`config.mk`:
```
export PLATFORM = sky130hd
export DESIGN_NAME = lpc_lane_dev_flat
export DESIGN_NICKNAME = d
export VERILOG_FILES = /design/src/rtl/lpc_pkg.sv /design/src/rtl/lpc_ppi_if.sv /design/src/rtl/lpc_lane_dev.sv /design/src/flat_wrapper.sv
export SDC_FILE = /design/constraint.sdc
export NUM_CORES = 1
export LEC_CHECK = 0
export BUFFER_PORTS_ARGS = -buffer_cell sky130_fd_sc_hd__buf_2
export CORE_MARGIN = 2
export CORE_UTILIZATION = 40
export CTS_BUF_LIST = sky130_fd_sc_hd__clkbuf_8
export DETAILED_ROUTE_END_ITERATION = 10
export PLACE_DENSITY = 0.56
export REMOVE_ABC_BUFFERS = 1
export SYNTH_ARGS = -nofsm -noshare
export SYNTH_HDL_FRONTEND = slang
export SYNTH_SLANG_ARGS = --single-unit
```
`constraint.sdc`:
```
create_clock -name i_clk -period 4.4 [get_ports i_clk]
set_clock_uncertainty 0.15 [all_clocks]
set_input_delay 0.44 -clock i_clk [delete_from_list [all_inputs] [get_ports i_clk]]
set_output_delay 0.44 -clock i_clk [all_outputs]
set_load 0.05 [all_outputs]
```
`src/rtl/lpc_pkg.sv`:
```
// Purpose: Shared constants and state codes for the lane power control ends
// Assumes: One 10 MHz clock for every lane function
// Notes:   Line levels are {p, n}; Mark-1 is p high, n low
package lpc_pkg;

  // Lane counts
  localparam int NUM_DL = 4;

  // Line levels {p, n}
  localparam logic [1:0] LP11 = 2'h3;
  localparam logic [1:0] LP10 = 2'h2;
  localparam logic [1:0] LP00 = 2'h0;

  // Timing
  localparam int CLK_NS     = 100;
  localparam int TWAKEUP_NS = 1000000;
  localparam int WAKE_CYC   = (TWAKEUP_NS + CLK_NS - 1) / CLK_NS;
  localparam int CNT_W      = 14;

  // Status vector seen by the protocol end
  localparam int          STAT_W   = 14;
  localparam int          ST_CSTOP = 13;
  localparam int          ST_DSTOP = 9;
  localparam int          ST_CACT  = 8;
  localparam int          ST_DACT  = 4;
  localparam int          ST_DFLAG = 0;
  localparam logic [13:0] STAT_RST = 14'h01F0;

  // Clock lane transmit states
  typedef enum logic [2:0] {
    CL_OFF  = 3'h0,
    CL_STOP = 3'h1,
    CL_HS   = 3'h2,
    CL_ULPS = 3'h3,
    CL_MARK = 3'h4
  } lpc_cl_e;

  // Data lane receive states
  typedef enum logic [2:0] {
    DL_OFF  = 3'h0,
    DL_STOP = 3'h1,
    DL_ULPS = 3'h2,
    DL_WAKE = 3'h3,
    DL_LP   = 3'h4
  } lpc_dl_e;

endpackage : lpc_pkg

```
`src/rtl/lpc_ppi_if.sv`:
```
// Purpose: Lane control signals between protocol logic and lane device
// Assumes: Both ends share i_clk
// Notes:   Status lines count as asynchronous at the protocol end
`timescale 1ns/1ps
interface lpc_ppi_if;
  // Controls from the protocol end
  logic                        clock_lane_on;
  logic [lpc_pkg::NUM_DL-1:0]  data_lane_on;
  logic                        clock_lane_fast_request;
  logic                        clock_lane_low_power_request;
  logic                        low_power_exit_request;
  // Status from the device end
  logic                        clock_lane_stop_flag;
  logic [lpc_pkg::NUM_DL-1:0]  data_lane_stop_flag;
  logic                        clock_lane_low_power_active_n;
  logic [lpc_pkg::NUM_DL-1:0]  data_lane_low_power_active_n;
  logic [lpc_pkg::NUM_DL-1:0]  data_lane_rx_low_power_flag;

  modport dev (
    input  clock_lane_on, data_lane_on, clock_lane_fast_request,
           clock_lane_low_power_request, low_power_exit_request,
    output clock_lane_stop_flag, data_lane_stop_flag, clock_lane_low_power_active_n,
           data_lane_low_power_active_n, data_lane_rx_low_power_flag
  );

  modport prot (
    output clock_lane_on, data_lane_on, clock_lane_fast_request,
           clock_lane_low_power_request, low_power_exit_request,
    input  clock_lane_stop_flag, data_lane_stop_flag, clock_lane_low_power_active_n,
           data_lane_low_power_active_n, data_lane_rx_low_power_flag
  );
endinterface : lpc_ppi_if

```
`src/rtl/lpc_lane_dev.sv`:
```
// Purpose: Lane device end: clock lane transmit power states, data lane
//          receive power states and their status lines
// Assumes: Protocol end shares i_clk; data lane line levels arrive from pins
// Notes:   Status outputs are gated by the enables without any clock, so
//          they change as soon as a lane is switched off
`timescale 1ns/1ps

module lpc_lane_dev #(
  parameter int WAKE_CYC = lpc_pkg::WAKE_CYC
) (
  // Clock and reset
  input  wire logic                       i_clk,
  input  wire logic                       i_rst_n,
  input  wire logic                       i_ce,
  // Clock lane line drive
  output logic      [1:0]                 o_cl_line,
  output logic                            o_cl_line_oe,
  output logic                            o_cl_hs_clk_on,
  // Data lane line sense, {p, n} per lane
  input  wire logic [1:0]                 i_dl_line [lpc_pkg::NUM_DL],
  output logic      [lpc_pkg::NUM_DL-1:0] o_dl_rx_on,
  // Lane interface
  lpc_ppi_if.dev                          ppi
);

  localparam int                      N         = lpc_pkg::NUM_DL;
  localparam int                      CW        = lpc_pkg::CNT_W;
  localparam logic [lpc_pkg::CNT_W-1:0] WAKE_LAST = CW'(WAKE_CYC - 1);

  typedef struct packed {
    lpc_pkg::lpc_cl_e                cl;
    lpc_pkg::lpc_dl_e [N-1:0]        dl;
    logic [N-1:0][CW-1:0]            wcnt;
    logic [N-1:0][1:0]               s1;
    logic [N-1:0][1:0]               s2;
    logic [N-1:0][1:0]               s3;
    logic [N-1:0][1:0]               lvl;
    logic [1:0]                      cl_line;
    logic                            cl_oe;
    logic                            cl_hs;
  } lpc_dev_s;

  lpc_dev_s q;
  lpc_dev_s d;

  always_comb begin
    d = q;

    // Clock lane transmit sequencing
    if (!ppi.clock_lane_on) begin
      d.cl = lpc_pkg::CL_OFF;
    end else begin
      case (q.cl)
        lpc_pkg::CL_OFF: begin
          d.cl = lpc_pkg::CL_STOP;
        end
        lpc_pkg::CL_STOP: begin
          if (ppi.clock_lane_fast_request) begin
            d.cl = lpc_pkg::CL_HS;
          end else if (ppi.clock_lane_low_power_request) begin
            d.cl = lpc_pkg::CL_ULPS;
          end
        end
        lpc_pkg::CL_HS: begin
          if (!ppi.clock_lane_fast_request) begin
            d.cl = lpc_pkg::CL_STOP;
          end
        end
        lpc_pkg::CL_ULPS: begin
          if (ppi.low_power_exit_request || !ppi.clock_lane_low_power_request) begin
            d.cl = lpc_pkg::CL_MARK;
          end
        end
        lpc_pkg::CL_MARK: begin
          if (!ppi.clock_lane_low_power_request) begin
            d.cl = lpc_pkg::CL_STOP;
          end
        end
        default: begin
          d.cl = lpc_pkg::CL_OFF;
        end
      endcase
    end
    // Exit only read in ULP state above

    // Clock lane line levels follow the next state
    d.cl_oe   = 1'b1;
    d.cl_hs   = 1'b0;
    d.cl_line = lpc_pkg::LP11;
    case (d.cl)
      lpc_pkg::CL_ULPS: d.cl_line = lpc_pkg::LP00;
      lpc_pkg::CL_MARK: d.cl_line = lpc_pkg::LP10;
      lpc_pkg::CL_HS: begin
        d.cl_oe = 1'b0;
        d.cl_hs = 1'b1;
      end
      lpc_pkg::CL_OFF: d.cl_oe = 1'b0;
      default: d.cl_line = lpc_pkg::LP11;
    endcase

    for (int i = 0; i < N; i++) begin
      // Pin levels: first stage feeds only the second
      d.s1[i] = i_dl_line[i];
      d.s2[i] = q.s1[i];
      d.s3[i] = q.s2[i];
      if (q.s2[i] == q.s3[i]) begin
        d.lvl[i] = q.s3[i];
      end

      if (!ppi.data_lane_on[i]) begin
        d.dl[i]   = lpc_pkg::DL_OFF;
        d.wcnt[i] = '0;
      end else begin
        case (q.dl[i])
          lpc_pkg::DL_OFF: begin
            d.dl[i] = (q.lvl[i] == lpc_pkg::LP11) ? lpc_pkg::DL_STOP : lpc_pkg::DL_LP;
          end
          lpc_pkg::DL_STOP: begin
            if (q.lvl[i] == lpc_pkg::LP00) begin
              d.dl[i] = lpc_pkg::DL_ULPS;
            end else if (q.lvl[i] != lpc_pkg::LP11) begin
              d.dl[i] = lpc_pkg::DL_LP;
            end
          end
          lpc_pkg::DL_ULPS: begin
            if (q.lvl[i] == lpc_pkg::LP10) begin
              d.dl[i]   = lpc_pkg::DL_WAKE;
              d.wcnt[i] = '0;
            end
          end
          lpc_pkg::DL_WAKE: begin
            d.wcnt[i] = q.wcnt[i] + CW'(1);
            if (q.wcnt[i] == WAKE_LAST) begin
              d.dl[i]   = lpc_pkg::DL_LP;
              d.wcnt[i] = '0;
            end
          end
          lpc_pkg::DL_LP: begin
            if (q.lvl[i] == lpc_pkg::LP11) begin
              d.dl[i] = lpc_pkg::DL_STOP;
            end
          end
          default: begin
            d.dl[i] = lpc_pkg::DL_OFF;
          end
        endcase
      end
    end
  end

  always_ff @(posedge i_clk) begin
    if (!i_rst_n) begin
      q         <= '0;
      q.cl_line <= lpc_pkg::LP11;
      // Pins idle at Stop; avoids a false level right after reset
      q.s1      <= {N{lpc_pkg::LP11}};
      q.s2      <= {N{lpc_pkg::LP11}};
      q.s3      <= {N{lpc_pkg::LP11}};
      q.lvl     <= {N{lpc_pkg::LP11}};
    end else if (i_ce) begin
      q <= d;
    end
  end

  // Clock lane outputs; enable gates all but o_cl_line with no clock involved
  always_comb begin
    o_cl_line_oe   = q.cl_oe & ppi.clock_lane_on;
    o_cl_hs_clk_on = q.cl_hs & ppi.clock_lane_on;
    o_cl_line      = q.cl_line;
    ppi.clock_lane_stop_flag          = ppi.clock_lane_on & (q.cl == lpc_pkg::CL_STOP);
    ppi.clock_lane_low_power_active_n = ~(ppi.clock_lane_on & (q.cl == lpc_pkg::CL_ULPS));
  end

  // Data lane status; a lane off shows the inactive defaults
  always_comb begin
    for (int i = 0; i < N; i++) begin
      o_dl_rx_on[i] = ppi.data_lane_on[i];
      ppi.data_lane_stop_flag[i]          = ppi.data_lane_on[i] & (q.dl[i] == lpc_pkg::DL_STOP);
      ppi.data_lane_low_power_active_n[i] = ~(ppi.data_lane_on[i] & (q.dl[i] == lpc_pkg::DL_ULPS));
      ppi.data_lane_rx_low_power_flag[i]  = ppi.data_lane_on[i]
                                            & ((q.dl[i] == lpc_pkg::DL_ULPS) | (q.dl[i] == lpc_pkg::DL_WAKE));
    end
  end

endmodule : lpc_lane_dev

```
`src/flat_wrapper.sv`:
```
// flat-port wrapper written by rule: the top's interface ports become plain ports
module lpc_lane_dev_flat 
#(
  parameter int WAKE_CYC = lpc_pkg::WAKE_CYC
)
  (i_clk, i_rst_n, i_ce, o_cl_line, o_cl_line_oe, o_cl_hs_clk_on, i_dl_line, o_dl_rx_on, ppi_clock_lane_on, ppi_data_lane_on, ppi_clock_lane_fast_request, ppi_clock_lane_low_power_request, ppi_low_power_exit_request, ppi_clock_lane_stop_flag, ppi_data_lane_stop_flag, ppi_clock_lane_low_power_active_n, ppi_data_lane_low_power_active_n, ppi_data_lane_rx_low_power_flag);
  lpc_ppi_if ppi_i ();
  input  wire logic i_clk;
  input  wire logic i_rst_n;
  input  wire logic i_ce;
  output logic      [1:0] o_cl_line;
  output logic o_cl_line_oe;
  output logic o_cl_hs_clk_on;
  input  wire logic [1:0] i_dl_line[lpc_pkg::NUM_DL];
  output logic      [lpc_pkg::NUM_DL-1:0] o_dl_rx_on;
  input wire logic [$bits(ppi_i.clock_lane_on)-1:0] ppi_clock_lane_on;
  input wire logic [$bits(ppi_i.data_lane_on)-1:0] ppi_data_lane_on;
  input wire logic [$bits(ppi_i.clock_lane_fast_request)-1:0] ppi_clock_lane_fast_request;
  input wire logic [$bits(ppi_i.clock_lane_low_power_request)-1:0] ppi_clock_lane_low_power_request;
  input wire logic [$bits(ppi_i.low_power_exit_request)-1:0] ppi_low_power_exit_request;
  output wire logic [$bits(ppi_i.clock_lane_stop_flag)-1:0] ppi_clock_lane_stop_flag;
  output wire logic [$bits(ppi_i.data_lane_stop_flag)-1:0] ppi_data_lane_stop_flag;
  output wire logic [$bits(ppi_i.clock_lane_low_power_active_n)-1:0] ppi_clock_lane_low_power_active_n;
  output wire logic [$bits(ppi_i.data_lane_low_power_active_n)-1:0] ppi_data_lane_low_power_active_n;
  output wire logic [$bits(ppi_i.data_lane_rx_low_power_flag)-1:0] ppi_data_lane_rx_low_power_flag;
  assign ppi_i.clock_lane_on = ppi_clock_lane_on;
  assign ppi_i.data_lane_on = ppi_data_lane_on;
  assign ppi_i.clock_lane_fast_request = ppi_clock_lane_fast_request;
  assign ppi_i.clock_lane_low_power_request = ppi_clock_lane_low_power_request;
  assign ppi_i.low_power_exit_request = ppi_low_power_exit_request;
  assign ppi_clock_lane_stop_flag = ppi_i.clock_lane_stop_flag;
  assign ppi_data_lane_stop_flag = ppi_i.data_lane_stop_flag;
  assign ppi_clock_lane_low_power_active_n = ppi_i.clock_lane_low_power_active_n;
  assign ppi_data_lane_low_power_active_n = ppi_i.data_lane_low_power_active_n;
  assign ppi_data_lane_rx_low_power_flag = ppi_i.data_lane_rx_low_power_flag;
  lpc_lane_dev #(.WAKE_CYC(WAKE_CYC)) u_core (.i_clk(i_clk), .i_rst_n(i_rst_n), .i_ce(i_ce), .o_cl_line(o_cl_line), .o_cl_line_oe(o_cl_line_oe), .o_cl_hs_clk_on(o_cl_hs_clk_on), .i_dl_line(i_dl_line), .o_dl_rx_on(o_dl_rx_on), .ppi(ppi_i));
endmodule
```
**Word level (Yosys, flattened, before mapping)**

Index checks and enable logic that the tools add are counted.

- $add $sub $neg: 4
- Multiplexer cells: 58
- Reductions and logical operators: 25
- Bitwise logic cells: 25
- Equality and inequality tests: 63

Operators by type and width:

| cell | number |
|---|---|
| $mux W14 | 12 |
| $pmux W14 S2 | 4 |
| $mux W3 | 34 |
| $pmux W3 S5 | 5 |
| $add A14 B1 Y14 const B | 4 |
| $eq A14 B14 Y1 const B | 4 |
| $eq A3 B2 Y1 const B | 12 |
| $ne A3 B2 Y1 const B | 12 |
| $reduce_and A5 Y1 | 4 |
| $eq A3 B3 Y1 const B | 6 |
| $logic_not A3 Y1 | 6 |
| $and A1 B1 Y1 | 16 |
| $eq A2 B2 Y1 const B | 8 |
| $ne A4 B2 Y1 const B | 4 |
| $eq A3 B1 Y1 const B | 5 |
| $ne A3 B1 Y1 const B | 4 |
| $reduce_and A3 Y1 | 4 |
| $eq A2 B2 Y1 | 4 |
| $logic_not A2 Y1 | 4 |
| $ne A2 B2 Y1 const B | 4 |
| $reduce_and A2 Y1 | 4 |
| $not A1 Y1 | 5 |
| $or A1 B1 Y1 | 4 |
| $pmux W2 S2 | 1 |
| 4 further kinds | 5 |

- Flip-flop bits (word level): 107
- Input port bits: 19
- Output and inout bits: 22
- Word-level logic and storage cells: 203

**Logic depth before layout (Yosys ltp)**

- Depth after elaboration: 8
- Depth in mapped cells: 8

**Worst setup path before layout**

Ideal clock, no wire load.

- Path type: register to output
- Start: reg u_core.q[98] in the netlist's numbering
- End: out ppi_data_lane_stop_flag[2]
- Stages on the path, launching flop included: 3
- Setup slack: 1.551 ns
- Required time: 3.810 ns
- Buffers on the path: 1
- Data arrival time: 2.259 ns
- Cells stage by stage: dfxtp_1 > clkbuf_1 > nor4b_1

- Word-level cells in the longest chain between the ends: 2

Ends and longest elaborated chain:

| item | RTL line | RTL |
|---|---|---|
| from (decl) | lpc_lane_dev.sv:43 | `lpc_dev_s q;` |
| $eq A3 B1 Y1 | lpc_lane_dev.sv:178 | `ppi.data_lane_stop_flag[i] = ppi.data_lane_on[i] & (q.dl[i] == lpc_pkg::DL_STOP);` |
| $and A1 B1 Y1 | lpc_lane_dev.sv:178 |  |
| to (decl) | flat_wrapper.sv:22 | `output wire logic [$bits(ppi_i.data_lane_stop_flag)-1:0] ppi_data_lane_stop_flag;` |

Every way passes these cells.

**Final worst setup path**

- Start: reg u_core.q[11] in the netlist's numbering
- End: reg u_core.q[88] in the netlist's numbering

- Word-level cells in the longest chain between the ends: 3

Ends and longest elaborated chain:

| item | RTL line | RTL |
|---|---|---|
| $eq A2 B2 Y1 | lpc_lane_dev.sv:126 | `if (q.lvl[i] == lpc_pkg::LP10) begin` |
| $ne A3 B2 Y1 (no line) | n/a |  |
| $reduce_and A3 Y1 (no line) | n/a |  |

Every way passes these cells.
A chain may end at the register's enable or synchronous reset.

==> impl_metrics.ini <==
[timing]
max-slew-margin-rel_pct = 40.7
setup_viol = 0
finalMaxSlewViolations = 0
period_needed_ns = 2.53
rsz0062_at_grt = false
fin_crit_sh_pct = 57.4
worstMarginPinSlew_ns = 0.884
hold_viol = 0
max_freq_mhz = 396
fin_setup_tns_ns = 0
timing.hold.ws_ns = 0.122

[route]
postRouteWirelength_mm = 12.7
drtAntennaViolNets = 0
dr.pass1.iters = 4
wl_per_cell_um = 13.9
first_iter_violations = 340
num_vias = 5220
vias_per_cell = 5.68
drc_errors = 0

[global_routing]
track_usage_pct = 17.3
gr-total-overflow = 0
grt_pass1_wl_mm = 21.6
grt_max_degree = 80
antenna_found_initial = 0
grt_pass1_vias = 4633

[final_layout]
area_delta_synth_final_pct = 7.69
drive_gt1_share_pct = 9.34
diodes = 0
layout.nets = 758

[floorplan]
rows = 43
die_x_um = 124
pin_count = 41
dieArea_sq_um = 15400
coreArea_sq_um = 14000
fp.dieH_um = 124
start_util_pct = 41.3

[clock_tree]
root_buffer = clkbuf_8
cts_tree = built
postCtsSetupBuffers = 0
hold_buffers = 0
postCtsResizedCells = 0
ctsHtreeMaxLevel = 3
numCtsBuffers = 9
clock_latency_ns = 0.37
clock-sinks = 107
clock_path_buffers = 2
path_clk_slew_ns = 0.10

[flow_run]
cap_viol_max_count = 0

[setup_path]
cp_data_required_time_ns = 4.53
path_class = reg2reg
r2r_start = u_core.q[11]
critPathCaptureType = flop
cp-startpoint = u_core.q[11]
worstPathArrival_ns = 2.66
critPathMaxFanout = 18
critPathLaunchType = flop

[placement]
portBuffers = 40
hpwlAfterDp_mm = 8.58
place.gp.congestion = 0.866

[power_and_ir_drop]
power.density_nw_per_um2 = 284
ir_drop_v = 0.000171
leakagePower_nw = 2.16
power.total_mw = 1.77

[logic_synthesis]
synth_cell_types = 66
synth_warnings = 0
syn-cell-area_sq_um = 5780
synthCells = 724
ys_async_sr_fraction_pct = 0
synth-edff-count = 0
synth.avg_cell_area_sq_um = 7.98
ys.flop_type = dfxtp_1
ys_ff_latch = 107
ys_seq_area_share_pct = 37.1

[outcome]
status = finished, final reports clean

[worst_hold_path]
worstHoldPathType = in2reg
hp-start = i_dl_line[4]
[worst paths after layout]
| path | depth (start not counted) | slack (ns) | endpoint |
|---|---|---|---|
| setup / recovery | 5 | 1.87 | u_core.q[88] |
| hold / removal | 3 | 0.12 | u_core.d[22] |
| setup reg to reg | 5 | 1.87 | u_core.q[88] |
| hold reg to reg | 2 | 0.31 | u_core.q[0] |
[critical path, cell delays in order (launching register included)]
cell,delay (ns)
dfxtp_1,0.45
nand2b_1,0.12
a221o_1,0.59
or3_4,0.48
or4_1,0.49
a21oi_1,0.16
[cell usage after synthesis (all sizes together), types with 3 or more instances]
| library cell | number | area, sq um |
|---|---|---|
| o2111ai | 5 | 43.8 |
| or3 | 11 | 73.8 |
| nor3b | 3 | 22.5 |
| inv | 18 | 67.6 |
| xor2 | 3 | 26.3 |
| nand2b | 8 | 50.1 |
| mux2i | 32 | 320 |
| dfxtp | 107 | 2140 |
| nand2 | 97 | 364 |
| a21boi | 3 | 22.5 |
| and2 | 12 | 75.1 |
| o31ai | 3 | 22.5 |
| buf | 10 | 77.6 |
| xnor2 | 11 | 96.3 |
| nand4b | 6 | 52.6 |
| nand4 | 16 | 100 |
| or4 | 10 | 75.1 |
| nor2 | 32 | 120 |
| nand3b | 9 | 67.6 |
| and3 | 18 | 113 |
| o211ai | 3 | 22.5 |
| o21ai | 42 | 210 |
| ha | 4 | 50.1 |
| a21oi | 34 | 170 |
| o21a | 11 | 82.6 |
| a22oi | 3 | 22.5 |
| clkbuf | 35 | 131 |
| nand4bb | 3 | 33.8 |
| nand3 | 50 | 250 |
| or2 | 10 | 62.6 |
| nor2b | 13 | 81.3 |
| and4b | 4 | 40.0 |
| a31oi | 29 | 181 |
| nor4b | 4 | 35.0 |
| o311ai | 5 | 43.8 |
| and4 | 4 | 35.0 |
| nor4 | 8 | 56.3 |
| nor3 | 22 | 110 |
[layout by cell type (no fill, tap or decap), drive strengths merged, types with 3 or more instances in the layout]
| cell type | instances |
|---|---|
| a21boi | 3 |
| a21oi | 34 |
| a22oi | 3 |
| a31oi | 29 |
| and2 | 12 |
| and3 | 18 |
| and4 | 4 |
| and4b | 4 |
| buf | 45 |
| clkbuf | 10 |
| clkinv | 3 |
| dfxtp | 107 |
| ha | 4 |
| inv | 20 |
| mux2i | 32 |
| nand2 | 97 |
| nand2b | 8 |
| nand3 | 50 |
| nand3b | 9 |
| nand4 | 16 |
| nand4b | 6 |
| nand4bb | 3 |
| nor2 | 32 |
| nor2b | 13 |
| nor3 | 22 |
| nor3b | 3 |
| nor4 | 8 |
| nor4b | 4 |
| o2111ai | 5 |
| o211ai | 3 |
| o21a | 11 |
| o21ai | 42 |
| o311ai | 5 |
| o31ai | 3 |
| or2 | 10 |
| or3 | 11 |
| or4 | 10 |
| xnor2 | 11 |
| xor2 | 3 |
[state kept, by name (all words and copies together) (netlist names)]
signal and cells:
u_core.q 89, u_core.d 16, u_core.o_cl_line 2
[through the flow]
| step | worst slack (ns) | cells | utilization (%) | area (sq um) |
|---|---|---|---|---|
| after floorplan | 1.60 | 679 | - | 5570 |
| after global placement | 1.78 | 904 | 43.1 | 6030 |
| after detailed placement | 1.70 | 904 | 43.1 | 6030 |
| after CTS | 1.87 | 919 | 44.5 | 6220 |
| after global routing | 1.76 | 919 | 44.5 | 6220 |
| final | 1.87 | 919 | 44.5 | 6220 |
[logic make-up after synthesis]
logic type / after synthesis / share of synthesized area, %
AND/OR/NAND/NOR: 344 / 32.1
AO/OA/AOI/OAI: 159 / 17.4
flip-flops: 107 / 37.1
buffers and inverters: 64 / 4.85
multiplexers: 32 / 5.54
XOR/XNOR: 14 / 2.12
adder cells (fa/ha/maj): 4 / 0.866
[final cells by class]
| cell class | instances | area, sq um |
|---|---|---|
| Sequential cell | 107 | 2140 |
| Timing Repair Buffer | 45 | 238 |
| Tap cell | 180 | 225 |
| Clock inverter | 5 | 52.6 |
| Multi-Input combinational cell | 553 | 3360 |
| Inverter | 19 | 71.3 |
| Fill cell | 1396 | 7770 |
| Clock buffer | 10 | 138 |
[layer usage]
layer	vias to the layer above	global-route usage, %	part of all wire, %
li1	2688	-	-
met5	-	0	0
met2	117	26.7	45
met3	11	4.30	4.8
met4	0	5.62	1.0
met1	2404	23.7	49
[power breakdown]
part           switching, mW  leakage (nW)  internal, mW
Combinational          0.100          1.19        0.0546
Clock                  0.330         0.104         0.274
Sequential            0.0220         0.868         0.986
Total                  0.452          2.16          1.31
Power figures use the tool's default switching activity.
